## src/hdl/sdram_refresh_consts.svh

```systemverilog
// Offsets, field positions, reset values and timing counts of the SDRAM refresh block
`ifndef SDRAM_REFRESH_CONSTS_SVH
`define SDRAM_REFRESH_CONSTS_SVH

`define CTRL_OFFSET        12'h000
`define STATUS_OFFSET      12'h004
`define CTRL_RESET         16'h0000
`define CTRL_WRITE_MASK    16'hBFFF
`define BIT_SYNC_MODE      15
`define BIT_RESERVED       14
`define BIT_NO_ADDR_MUX    13
`define BIT_CKE_AS_CMD     12
`define BIT_SELF_REQ       11
`define FIELD_REFRESH_RECOVERY_TIME_HI      10
`define FIELD_REFRESH_RECOVERY_TIME_LO      9
`define FIELD_RC_HI        8
`define FIELD_RC_LO        0
`define RECOVERY_SHORT     4'h3
`define RECOVERY_MEDIUM    4'h6
`define RECOVERY_LONG      4'h9
`define REFRESH_PRESCALE   5'h10
`define ADDR_W             13
`define DATA_W             32

`endif

```

## src/hdl/sdram_refresh_pkg.sv

```systemverilog
// Types shared by the SDRAM refresh and edge control block
package sdram_refresh_pkg;
    `include "sdram_refresh_consts.svh"

    typedef struct packed {
        logic              sras_n;
        logic              scas_n;
        logic              dramw;
        logic [1:0]        bankSel_n;
        logic [3:0]        byteMask;
    } sdram_ctrl_s;

    typedef struct packed {
        logic [`ADDR_W-1:0] addr;
        logic [`DATA_W-1:0] data;
        sdram_ctrl_s        ctrl;
        logic               cke;
    } sdram_pins_s;

    typedef struct packed {
        logic       syncMode;
        logic       noAddrMux;
        logic       ckeAsCommand;
        logic       selfRefreshRequest;
        logic [1:0] refreshRecoveryTime;
        logic [8:0] refreshIntervalCount;
    } ctrl_fields_s;

    typedef enum logic [1:0] {
        SR_IDLE  = 2'b00,
        SR_ENTER = 2'b01,
        SR_HELD  = 2'b10,
        SR_EXIT  = 2'b11
    } self_state_e;
endpackage

```

## src/hdl/sdram_refresh_and_edge_control.sv

```systemverilog
// SDRAM output staging, control register, self-refresh and refresh timing
//
// Contract
// - Interface outputs pass a rising-edge stage then a falling-edge stage; with edge select high the pins bypass the falling-edge stage.
// - Outputs stay stable until the next bus clock edge for hold time.
// - Edge select high launches on rising edge, low on falling edge.
// - Edge select fed by buffered clock launches on that clock's rising edge.
// - Control bit 15 selects memory type; zero, asynchronous, at reset.
// - Synchronous mode cannot be left except by device reset.
// - Bit 13 clear multiplexes column addresses; set drives linear addresses.
// - Bit 12 clear: clock-enable pin is true enable, self-refresh by request bit.
// - Bit 12 set: clock-enable pin carries command, no self-refresh performed.
// - Setting bit 11 in enable use issues self-refresh entry to both blocks.
// - Clearing the request bit after entry issues self-refresh exit.
// - Refresh interval counter is suspended during self-refresh.
// - Bits 10:9 give refresh-to-activate gap: 3, 6 or 9 clocks.
// - Same refresh-to-activate gap applies to both memory blocks.
// - Refresh spacing is (count + 1) times 16 bus clocks.
//
// The APB slave port and the placing of the registers are this design's own decisions.
`timescale 1ns/1ps
`include "sdram_refresh_consts.svh"

module sdram_refresh_and_edge_control
    import sdram_refresh_pkg::*;
#(
    parameter int ADDR_W = `ADDR_W,
    parameter int DATA_W = `DATA_W
) (
    input  wire logic              mclk,
    input  wire logic              rst,
    input  wire logic              psel,
    input  wire logic              penable,
    input  wire logic              pwrite,
    input  wire logic [11:0]       paddr,
    input  wire logic [31:0]       pwdata,
    output logic      [31:0]       prdata,
    output logic                   pready,
    output logic                   pslverr,
    input  wire logic              outputEdgeSelect,
    input  wire logic [ADDR_W-1:0] rowAddr,
    input  wire logic [ADDR_W-1:0] colAddr,
    input  wire logic [ADDR_W-1:0] linearAddr,
    input  wire logic              columnPhase,
    input  wire logic [DATA_W-1:0] writeData,
    input  wire sdram_ctrl_s       userCtrl,
    input  wire logic              commandBit,
    output sdram_pins_s            sdramPins,
    output logic                   refreshDue,
    output logic                   rowActivateOk,
    output logic                   inSelfRefresh
);

    // Widths are fixed by the packed pin struct; other values cannot be served
    if (ADDR_W != `ADDR_W) begin : g_bad_addr_w
        $error("ADDR_W must match the packed pin struct");
    end
    if (DATA_W != `DATA_W) begin : g_bad_data_w
        $error("DATA_W must match the packed pin struct");
    end
    // The prescaler is five bits wide
    if (`REFRESH_PRESCALE < 2 || `REFRESH_PRESCALE > 32) begin : g_bad_prescale
        $error("Refresh prescale does not fit its counter");
    end

    ////////////////////////////////////////////////////////////////////////////
    // Register bus

    ctrl_fields_s ctrl;
    self_state_e  selfState;
    logic [15:0]  ctrlWord;
    logic         setupPhase;
    logic         accessPhase;
    logic         hitCtrl;
    logic         hitStatus;
    logic [15:0]  wrValue;
    logic         ctrlWrite;
    logic [31:0]  statusWord;

    // Reset word split into fields; the reserved bit has no storage
    localparam logic [15:0] CTRL_RESET_WORD = `CTRL_RESET;

    assign ctrlWord    = {ctrl.syncMode, 1'b0, ctrl.noAddrMux, ctrl.ckeAsCommand,
                          ctrl.selfRefreshRequest, ctrl.refreshRecoveryTime,
                          ctrl.refreshIntervalCount};
    assign setupPhase  = psel && !penable;
    assign accessPhase = psel && penable;
    // Full 12-bit decode, so aliases of the two registers answer with an error
    assign hitCtrl     = (paddr == `CTRL_OFFSET);
    assign hitStatus   = (paddr == `STATUS_OFFSET);
    // Upper half of the bus word is ignored and the reserved bit never stored
    assign wrValue     = pwdata[15:0] & `CTRL_WRITE_MASK;
    assign ctrlWrite   = accessPhase && pwrite && hitCtrl;
    assign statusWord  = {28'h0000000, rowActivateOk, refreshDue, selfState};

    // Zero-wait slave: answer is ready in every access phase
    always_ff @(posedge mclk or posedge rst) begin
        if (rst) begin
            pready <= 1'b1;
        end else begin
            pready <= 1'b1;
        end
    end

    // Read data and error prepared in the setup phase, valid in the access phase
    always_ff @(posedge mclk or posedge rst) begin
        if (rst) begin
            prdata  <= 32'h0000_0000;
            pslverr <= 1'b0;
        end else if (setupPhase) begin
            pslverr <= !(hitCtrl || hitStatus);
            if (!pwrite && hitCtrl) begin
                prdata <= {16'h0000, ctrlWord};
            end else if (!pwrite && hitStatus) begin
                prdata <= statusWord;
            end else begin
                prdata <= 32'h0000_0000;
            end
        end
    end

    always_ff @(posedge mclk or posedge rst) begin
        if (rst) begin
            ctrl <= '{syncMode:             CTRL_RESET_WORD[`BIT_SYNC_MODE],
                      noAddrMux:            CTRL_RESET_WORD[`BIT_NO_ADDR_MUX],
                      ckeAsCommand:         CTRL_RESET_WORD[`BIT_CKE_AS_CMD],
                      selfRefreshRequest:   CTRL_RESET_WORD[`BIT_SELF_REQ],
                      refreshRecoveryTime:  CTRL_RESET_WORD[`FIELD_REFRESH_RECOVERY_TIME_HI:`FIELD_REFRESH_RECOVERY_TIME_LO],
                      refreshIntervalCount: CTRL_RESET_WORD[`FIELD_RC_HI:`FIELD_RC_LO]};
        end else if (ctrlWrite) begin
            ctrl.syncMode             <= ctrl.syncMode | wrValue[`BIT_SYNC_MODE];
            ctrl.noAddrMux            <= wrValue[`BIT_NO_ADDR_MUX];
            ctrl.ckeAsCommand         <= wrValue[`BIT_CKE_AS_CMD];
            ctrl.selfRefreshRequest   <= wrValue[`BIT_SELF_REQ];
            ctrl.refreshRecoveryTime  <= wrValue[`FIELD_REFRESH_RECOVERY_TIME_HI:`FIELD_REFRESH_RECOVERY_TIME_LO];
            ctrl.refreshIntervalCount <= wrValue[`FIELD_RC_HI:`FIELD_RC_LO];
        end
    end

    ////////////////////////////////////////////////////////////////////////////
    // Self-refresh sequencing

    self_state_e next_selfState;
    logic        selfAllowed;

    // Only a true clock enable can drive self-refresh
    assign selfAllowed = !ctrl.ckeAsCommand;

    always_comb begin
        next_selfState = selfState;
        unique case (selfState)
            SR_IDLE: begin
                if (ctrl.selfRefreshRequest && selfAllowed) begin
                    next_selfState = SR_ENTER;
                end
            end
            SR_ENTER: begin
                next_selfState = SR_HELD;
            end
            SR_HELD: begin
                if (!ctrl.selfRefreshRequest) begin
                    next_selfState = SR_EXIT;
                end
                // A command-driven pin cannot hold self-refresh
                if (ctrl.ckeAsCommand) begin
                    next_selfState = SR_EXIT;
                end
            end
            SR_EXIT: begin
                next_selfState = SR_IDLE;
            end
        endcase
    end

    always_ff @(posedge mclk or posedge rst) begin
        if (rst) begin
            selfState <= SR_IDLE;
        end else begin
            selfState <= next_selfState;
        end
    end

    // Taken from the next state so the flag lines up with the staged pins
    always_ff @(posedge mclk or posedge rst) begin
        if (rst) begin
            inSelfRefresh <= 1'b0;
        end else begin
            inSelfRefresh <= (next_selfState == SR_ENTER) || (next_selfState == SR_HELD);
        end
    end

    ////////////////////////////////////////////////////////////////////////////
    // Refresh interval and recovery

    logic [4:0] prescale;
    logic [8:0] intervalCount;
    logic [3:0] recovery;
    logic       suspended;
    logic       refreshTick;

    // Counter held while memories refresh themselves
    assign suspended   = (selfState != SR_IDLE);
    assign refreshTick = !suspended && (prescale == 5'(`REFRESH_PRESCALE - 1))
                         && (intervalCount == 9'h000);

    // Suspension keeps the count, but the register write that ends it restarts the interval
    // Sixteen-clock prescale times (count + 1)
    always_ff @(posedge mclk or posedge rst) begin
        if (rst) begin
            prescale      <= 5'h00;
            intervalCount <= 9'h000;
        end else if (ctrlWrite) begin
            // Restart so a new spacing applies cleanly
            prescale      <= 5'h00;
            intervalCount <= wrValue[`FIELD_RC_HI:`FIELD_RC_LO];
        end else if (!suspended) begin
            if (prescale == 5'(`REFRESH_PRESCALE - 1)) begin
                prescale <= 5'h00;
                if (intervalCount == 9'h000) begin
                    intervalCount <= ctrl.refreshIntervalCount;
                end else begin
                    intervalCount <= intervalCount - 9'h001;
                end
            end else begin
                prescale <= prescale + 5'h01;
            end
        end
    end

    // One-cycle pulse to the access sequencer, which issues the refresh itself
    always_ff @(posedge mclk or posedge rst) begin
        if (rst) begin
            refreshDue <= 1'b0;
        end else begin
            refreshDue <= refreshTick;
        end
    end

    // Recovery gap by field; one setting for both blocks
    always_ff @(posedge mclk or posedge rst) begin
        if (rst) begin
            recovery <= 4'h0;
        end else if (refreshTick) begin
            unique case (ctrl.refreshRecoveryTime)
                2'b00:   recovery <= `RECOVERY_SHORT;
                2'b01:   recovery <= `RECOVERY_MEDIUM;
                default: recovery <= `RECOVERY_LONG;
            endcase
        end else if (recovery != 4'h0) begin
            recovery <= recovery - 4'h1;
        end
    end

    // Ready again when one recovery clock remains, so the gap is the full count
    always_ff @(posedge mclk or posedge rst) begin
        if (rst) begin
            rowActivateOk <= 1'b1;
        end else begin
            rowActivateOk <= !refreshTick && (recovery <= 4'h1) && !suspended;
        end
    end

    ////////////////////////////////////////////////////////////////////////////
    // Pin value selection

    sdram_pins_s next_pins;

    // Control words for self-refresh entry and for the rest of the sequence
    localparam sdram_ctrl_s SELF_ENTRY_CMD = '{sras_n: 1'b0, scas_n: 1'b0, dramw: 1'b0,
                                               bankSel_n: 2'b00, byteMask: 4'hF};
    localparam sdram_ctrl_s DESELECT_CMD   = '{sras_n: 1'b1, scas_n: 1'b1, dramw: 1'b0,
                                               bankSel_n: 2'b11, byteMask: 4'hF};

    always_comb begin
        next_pins      = '0;
        next_pins.data = writeData;
        next_pins.ctrl = userCtrl;
        if (ctrl.noAddrMux) begin
            next_pins.addr = linearAddr;
        end else begin
            next_pins.addr = columnPhase ? colAddr : rowAddr;
        end
        // Command bit on the enable pin, no self-refresh
        if (ctrl.ckeAsCommand) begin
            next_pins.cke = commandBit;
        end else begin
            next_pins.cke = (next_selfState == SR_IDLE) || (next_selfState == SR_EXIT);
        end
        if (next_selfState == SR_ENTER) begin
            next_pins.ctrl = SELF_ENTRY_CMD;
        end else if (next_selfState != SR_IDLE) begin
            // Exit is a deselect with the enable raised
            next_pins.ctrl = DESELECT_CMD;
        end
    end

    ////////////////////////////////////////////////////////////////////////////
    // Two-stage output staging

    sdram_pins_s riseStage;
    sdram_pins_s fallStage;
    logic        launchRising;

    // First stage on the rising edge
    always_ff @(posedge mclk or posedge rst) begin
        if (rst) begin
            riseStage <= '0;
        end else begin
            riseStage <= next_pins;
        end
    end

    // Second stage on the falling edge
    always_ff @(negedge mclk or posedge rst) begin
        if (rst) begin
            fallStage <= '0;
        end else begin
            fallStage <= riseStage;
        end
    end

    // A buffered clock is high at the rising sample, so it picks rising launch
    always_ff @(posedge mclk or posedge rst) begin
        if (rst) begin
            launchRising <= 1'b1;
        end else begin
            launchRising <= outputEdgeSelect;
        end
    end

    // Launch edge choice; each stage holds until its next edge
    assign sdramPins = launchRising ? riseStage : fallStage;

endmodule

```

## config.mk

```make
export PLATFORM = sky130hd
export DESIGN_NAME = sdram_refresh_and_edge_control
export DESIGN_NICKNAME = d
export VERILOG_FILES = /design/src/hdl/sdram_refresh_pkg.sv /design/src/hdl/sdram_refresh_and_edge_control.sv
export VERILOG_INCLUDE_DIRS = /design/src /design/src/hdl
export SDC_FILE = /design/constraint.sdc
export NUM_CORES = 1
export LEC_CHECK = 0
export BUFFER_PORTS_ARGS = -buffer_cell sky130_fd_sc_hd__buf_4
export CAP_MARGIN = 20
export CORE_MARGIN = 4
export CORE_UTILIZATION = 40
export DETAILED_ROUTE_END_ITERATION = 16
export HOLD_SLACK_MARGIN = 0.12
export PLACE_DENSITY = 0.78
export SYNTH_ARGS = -nofsm -noshare
export SYNTH_HDL_FRONTEND = slang
export SYNTH_SLANG_ARGS = --single-unit
export TNS_END_PERCENT = 1
```

## constraint.sdc

```tcl
create_clock -name mclk -period 9.1 [get_ports mclk]
set_input_delay 2.73 -clock mclk [delete_from_list [all_inputs] [get_ports mclk]]
set_output_delay 2.73 -clock mclk [all_outputs]
set_load 0.01 [all_outputs]
```

==> results of run 1 <==
worst max-delay path by stage:
stage                                to  depth (start not counted)     startpoint  slack (ps)
final                     sdramPins[41]                          2  fallStage[41]         670
after global placement    sdramPins[27]                          2  fallStage[27]        1090
after floorplan            fallStage[0]                          1            rst        -160
after detailed placement   sdramPins[2]                          2   fallStage[2]        1080
after CTS                 sdramPins[41]                          2  fallStage[41]         650
after global routing      sdramPins[41]                          2  fallStage[41]         640
registers in the layout, summed over array words and instances, names as in the netlist, 2 cells and up:
register and flops:
fallStage 55, riseStage 55, ctrl 15, prdata 15, intervalCount 9, prescale 5, recovery 4, selfState 2
through the flow:
step	setup slack, ps	cells	hold WS (ps)	util	power, mW
finish	668	929	477	0.546	1.96
global route	640	929	496	0.546	2.07
CTS	648	929	478	0.546	1.99
detailed placement	1080	897	464	0.507	1.26
global placement	1090	897	441	0.507	1.24
floorplan	-160	528	429	-	1.09
power by group:
part	internal, mW	switching (mW)	leakage, nW	total [mW]
Combinational	0.178	0.171	1.88	0.348
Clock	0.433	0.292	0.292	0.725
Sequential	0.834	0.0565	1.96	0.891
logic make-up (layout without fill, tap and decap cells):
kind of cell,after synthesis,count (layout),synth area share
AOI/OAI and AO/OA,69,69,0.0711
xor gates and xnor gates,6,6,0.00810
adders and majority gates,7,7,0.0135
buffers and inverters,61,246,0.0472
DFF,165,165,0.636
muxes,72,72,0.122
other,2,18,0.00116
and+or+nand+nor,130,130,0.100
routing by layer:
metal  track usage  wire (um)  up-vias
li1              -          -     2109
met1         0.206       6240     2214
met2         0.279       7660      138
met3        0.0505        950       15
met4        0.0437        179        0
met5             0          0        -
placed cells by master (no fill, tap or decap), types with 3 or more instances in the layout:
cell type                    netlist  final
sky130_fd_sc_hd__nor2_1           20     20
sky130_fd_sc_hd__inv_1            21     20
sky130_fd_sc_hd__a22o_1           11     11
sky130_fd_sc_hd__mux2_2           57     57
sky130_fd_sc_hd__a31oi_1           4      4
sky130_fd_sc_hd__nand2_1          57     57
sky130_fd_sc_hd__ha_1              7      7
sky130_fd_sc_hd__conb_1            2     18
sky130_fd_sc_hd__mux2i_1          15     15
sky130_fd_sc_hd__buf_4            18    192
sky130_fd_sc_hd__o21ai_0          23     23
sky130_fd_sc_hd__nand4_1           3      3
sky130_fd_sc_hd__dfrtp_1         108    108
sky130_fd_sc_hd__clkinvlp_4        0      4
sky130_fd_sc_hd__or2_2             3      3
sky130_fd_sc_hd__nor4_1            4      4
sky130_fd_sc_hd__a21oi_1          13     13
sky130_fd_sc_hd__nor3_1           11     11
sky130_fd_sc_hd__xnor2_1           5      5
sky130_fd_sc_hd__a221o_1           4      4
sky130_fd_sc_hd__dfrtn_1          55     55
sky130_fd_sc_hd__clkbuf_16         0     18
sky130_fd_sc_hd__o31ai_1           3      3
sky130_fd_sc_hd__o211ai_1          5      5
sky130_fd_sc_hd__nand2b_1          7      7
critical path, delay by kind of cell, from the launching register on:
family / cells / cell delay [ps]
muxes: 1 / 270
DFF: 1 / 340
buffers and inverters: 1 / 150
final cells by class:
class / count / area (sq um) / area share
Sequential cell: 165 / 4130 / 0.477
Multi-Input combinational cell: 302 / 2110 / 0.244
Timing Repair Buffer: 193 / 1460 / 0.169
Clock buffer: 20 / 468 / 0.0540
Tap cell: 216 / 270 / 0.0312
Clock inverter: 12 / 143 / 0.0165
Inverter: 21 / 82.6 / 0.00953
==> results by group, run 1 <==
Run status
  – Outcome: complete, no violations

Clock network
  – Number of buffers inserted during clock tree synthesis: 17
  – CTS sink cnt: 165
  – Clock tree from TritonCTS: done
  – Buffers from clock root to sink, at most: 2
  – Root buffer cell: sky130_fd_sc_hd__clkbuf_16
  – Post-CTS Setup Inserts: 0
  – CTS HTree Levels: 4
  – PostCTS Resize Cnt: 0
  – Clock-pin slew on the worst setup and hold paths: 60 ps
  – Clock insertion delay at the later pin of the skew report: 410 ps
  – Post-cts hold buffer count: 0

Synth
  – Sequential area share after synthesis: 0.636
  – Top post-synthesis cells by count: sky130_fd_sc_hd__dfrtp_1, sky130_fd_sc_hd__mux2_2, sky130_fd_sc_hd__nand2_1
  – Area contributors post-synth: sky130_fd_sc_hd__dfrtp_1, sky130_fd_sc_hd__dfrtn_1, sky130_fd_sc_hd__mux2_2
  – Yosys warns: 0
  – Mean Syn Cell Area: 12.7 sq um
  – Count of flip-flops with a built-in enable after synthesis: 0
  – Most used flip-flop cell after synthesis: sky130_fd_sc_hd__dfrtp_1
  – Number of distinct library cells after synthesis: 52
  – Cell with the most instances after synthesis: sky130_fd_sc_hd__dfrtp_1
  – Cells after Synth: 512
  – Area share of the largest cell type after synthesis: 0.416
  – Cell type with the highest aggregate area in the netlist: sky130_fd_sc_hd__dfrtp_1
  – Post-synthesis register bit count: 165
  – Post-synthesis instance area: 6490 sq um
  – Async S/R FF share, synth: 1.00

STA
  – Aggregate negative setup slack: 0 ps
  – Slew headroom: 0.399
  – Number of endpoints with negative hold slack in the final report: 0
  – Worst Skew: 23.7 ps
  – Slew at the pin with the worst max-slew slack: 901 ps
  – Number of pins exceeding their max-slew limit in the final report: 0
  – Total of endpoints with negative setup slack in the final report: 0
  – Setup repair after global routing missed its margin: false

Layout
  – Nets@finish: 839
  – Layout Area Growth over Synthesis: 33.6%
  – Filler cell count in the final layout: 1,345
  – Summed area of non-filler cells in the final layout: 8670 sq um
  – Share of layout cells above drive strength 1: 0.414
  – # diodes: 0

Placement
  – Global placer's final weighted congestion: 0.881
  – # port buffers: 188
  – Detailed-placement wirelength estimate: 10.9 mm
  – Placed standard-cell area: 8060 sq um

Drt
  – Remaining number of nets flagged by the antenna check after routing: 0
  – Initial DRC count: 238
  – DRC violations left: 0
  – Total wirelength of the detailed-routed design: 15.0 mm
  – Post-detailed-route via-to-cell ratio: 4.82
  – Detailed-route via count: 4,476
  – WL/cell: 16.2 um
  – Drt pass-1 iters: 4

Setup path
  – Path type of the worst setup path: flip-flop to primary output
  – Crit-path max FO: 1
  – Category of the worst setup path launch point: flip-flop
  – Setup slack on the worst flop-to-flop path: 3970 ps
  – Worst reg-to-reg path cell count: 0
  – Endpoint type of the worst setup path: primary output
  – Slowest cell on the critical path: sky130_fd_sc_hd__dfrtn_1
  – CP Cell Sequence: mux2_2 > buf_4
  – Data required time of the critical path: 6370 ps
  – Critical R2R Capture: fallStage[31]
  – Critical register-to-register path startpoint: riseStage[31]
  – Slowest stage delay, CP: 340 ps
  – Data arrival time of the critical path: 5700 ps

Global routing
  – Congestion Overflow GR: 0
  – Total global routing track utilization: 0.164
  – First-pass GRT wire length: 23.5 mm
  – Antenna violations before repair: 0
  – Via count of the first global-routing pass: 4,560
  – Maximum number of pins on one net before global-route repair: 113

Floorplanning
  – Overall die height: 135 um
  – Number of ports placed on the die boundary: 224
  – Starting Density: 0.409
  – Cell Rows: 46
  – Total Die Area: 18,300 sq um
  – DIE WIDTH: 135 um
  – Std-Cell Core Area: 15,900 sq um

Power and ir drop
  – Max rail drop VDD: 0.122 mV
  – LEAKAGE: 4.12 nW
  – Power Dens Cells: 227 nW/um^2

Min path
  – Number of cells on the worst hold path: 1
  – Path class of the lowest-slack min-delay path: flip-flop to flip-flop
  – Hold path endpoint: ctrl[14]
  – Critical hold path startpoint: ctrl[14]

Run
  – Number of maximum-capacitance constraint violations: 0
(Power assumes the default switching activity.)
==> run 2, diff against run 1 <==
--- a/config.mk
+++ b/config.mk
@@ -8,6 +8,7 @@
 export LEC_CHECK = 0
 export BUFFER_PORTS_ARGS = -buffer_cell sky130_fd_sc_hd__buf_4
 export CAP_MARGIN = 20
+export CORE_ASPECT_RATIO = 1.25
 export CORE_MARGIN = 4
 export CORE_UTILIZATION = 40
 export DETAILED_ROUTE_END_ITERATION = 16
==> run 2 against run 1 <==
Clock power down 3.3%. Worst hold slack worse by 21 ps. Routed wire length decreased by 1.5%. Non-clock buffer count up 1. Register-to-register slack about the same. Clock skew rose by 4.4 ps. Utilization grew 0.33 points. Sequential power barely moved. Total power is 1.3% lower. Setup slack gained 0.82 ps. Clock-buffer cell count is 2 lower. Highest routed layer unchanged.
==> results by group, run 2 (same netlist as run 1, synthesis figures left out) <==
Floorplanning
  – DIE WIDTH: 122 um
  – Starting Density: 0.412
  – Overall die height: 150 um
  – Number of ports placed on the die boundary: 224
  – Cell Rows: 51
  – Total Die Area: 18,300 sq um
  – Std-Cell Core Area: 15,800 sq um

Layout
  – Share of layout cells above drive strength 1: 0.416
  – Most common cell after layout, fill and taps aside: sky130_fd_sc_hd__buf_4
  – Layout Area Growth over Synthesis: 33.3%
  – Nets@finish: 840
  – Top library cells by usage in the layout, fill and taps aside: sky130_fd_sc_hd__buf_4, sky130_fd_sc_hd__dfrtp_1, sky130_fd_sc_hd__mux2_2, sky130_fd_sc_hd__nand2_1, sky130_fd_sc_hd__dfrtn_1
  – Final Instance Count excl. Fillers: 926
  – Top Registers: fallStage x55, riseStage x55
  – # diodes: 0
  – Share of the core filled with cells: 0.549

Clock network
  – Buffers from clock root to sink, at most: 2
  – Clock tree from TritonCTS: done
  – CTS sink cnt: 165
  – Root buffer cell: sky130_fd_sc_hd__clkbuf_16
  – Post-CTS Setup Inserts: 0
  – CTS HTree Levels: 4
  – Number of buffers inserted during clock tree synthesis: 17
  – Clock-pin slew on the worst setup and hold paths: 70 ps
  – PostCTS Resize Cnt: 0
  – Post-cts hold buffer count: 0
  – Clock insertion delay at the later pin of the skew report: 410 ps

STA
  – Total of endpoints with negative setup slack in the final report: 0
  – Setup repair after global routing missed its margin: false
  – Number of pins exceeding their max-slew limit in the final report: 0
  – Slew at the pin with the worst max-slew slack: 877 ps
  – Number of endpoints with negative hold slack in the final report: 0
  – Slew headroom: 0.415
  – Worst Skew: 28.1 ps

Power and ir drop
  – Power Dens Cells: 224 nW/um^2
  – LEAKAGE: 4.13 nW
  – Max rail drop VDD: 0.118 mV

Setup path
  – Critical R2R Capture: fallStage[44]
  – Endpoint type of the worst setup path: primary output
  – Setup slack on the worst flop-to-flop path: 3970 ps
  – Critical register-to-register path startpoint: riseStage[44]
  – Category of the worst setup path launch point: flip-flop
  – Worst reg-to-reg path cell count: 0
  – Data arrival time of the critical path: 5700 ps
  – Beginning of the critical path: fallStage[31]
  – Data required time of the critical path: 6370 ps
  – End point of the critical path: sdramPins[31]
  – Crit-path max FO: 1
  – Path type of the worst setup path: flip-flop to primary output

Drt
  – Drt pass-1 iters: 4
  – DRC violations left: 0
  – Post-detailed-route via-to-cell ratio: 4.85
  – Detailed-route via count: 4,488
  – Total wirelength of the detailed-routed design: 14.8 mm
  – WL/cell: 16.0 um
  – Remaining number of nets flagged by the antenna check after routing: 0
  – Initial DRC count: 251

Run
  – Number of maximum-capacitance constraint violations: 0

Global routing
  – Congestion Overflow GR: 0
  – Via count of the first global-routing pass: 4,537
  – Total global routing track utilization: 0.165
  – First-pass GRT wire length: 23.3 mm
  – Antenna violations before repair: 0
  – Maximum number of pins on one net before global-route repair: 104

Min path
  – Path class of the lowest-slack min-delay path: flip-flop to flip-flop

Placement
  – Global placer's final weighted congestion: 0.820
  – Detailed-placement wirelength estimate: 10.8 mm
  – # port buffers: 188
  – Inst Count DP: 894

Run status
  – Outcome: complete, no violations
run 2: cell count changes in the layout (fill, tap and decap cells not counted):
cell	previous run	this run
sky130_fd_sc_hd__inv_6	1	4
sky130_fd_sc_hd__inv_8	2	4
sky130_fd_sc_hd__clkinv_2	1	0
sky130_fd_sc_hd__inv_4	1	0
sky130_fd_sc_hd__buf_4	192	193
sky130_fd_sc_hd__clkbuf_16	18	17
sky130_fd_sc_hd__clkbuf_1	1	0
sky130_fd_sc_hd__clkinv_8	0	2
sky130_fd_sc_hd__bufinv_16	2	0
sky130_fd_sc_hd__inv_12	0	1
sky130_fd_sc_hd__clkinvlp_4	4	2
run 2: worst min-delay path by stage:
stage                     startpoint       end  slack [ps]  depth (start not counted)
after floorplan             ctrl[14]  ctrl[14]         430                          1
after global placement      ctrl[14]  ctrl[14]         440                          1
after detailed placement    ctrl[14]  ctrl[14]         450                          1
after CTS                   ctrl[14]  ctrl[14]         460                          1
after global routing        ctrl[14]  ctrl[14]         500                          1
final                       ctrl[14]  ctrl[14]         460                          1
run 2: per-layer routing:
| metal | track usage | vias to the layer above | part of all wire |
|---|---|---|---|
| met2 | 0.281 | 157 | 0.50 |
| met1 | 0.198 | 2207 | 0.40 |
| li1 | - | 2108 | - |
| met4 | 0.0460 | 0 | 0.012 |
| met5 | 0 | - | 0 |
| met3 | 0.0575 | 16 | 0.086 |
run 2: final cells by class:
cell class                 count  area (sq um)
fill                        1334          7110
sequential                   165          4130
multi-input combinational    302          2110
timing repair buffer         194          1470
clock buffer                  18           439
tap                          212           265
clock inverter                14           154
inverter                      21          82.6
run 2: critical path, stage by stage, from the launching register on:
cell and delay (ps):
sky130_fd_sc_hd__dfrtn_1 340, sky130_fd_sc_hd__mux2_2 270, sky130_fd_sc_hd__buf_4 150
run 2: metrics by stage:
| step | hold slack [ps] | power, mW | cell area, sq um | setup TNS [ps] | setup slack (ps) |
|---|---|---|---|---|---|
| floorplan | 429 | 1.09 | 6560 | -8810 | -160 |
| global placement | 438 | 1.24 | 8060 | 0 | 1110 |
| detailed placement | 450 | 1.26 | 8060 | 0 | 1090 |
| CTS | 461 | 1.97 | 8650 | 0 | 656 |
| global route | 497 | 2.05 | 8650 | 0 | 633 |
| finish | 456 | 1.94 | 8650 | 0 | 669 |
run 2: power by group:
| group | internal, mW | switching [mW] |
|---|---|---|
| clock | 0.376 | 0.324 |
| sequential | 0.834 | 0.0561 |
| combinational | 0.179 | 0.171 |
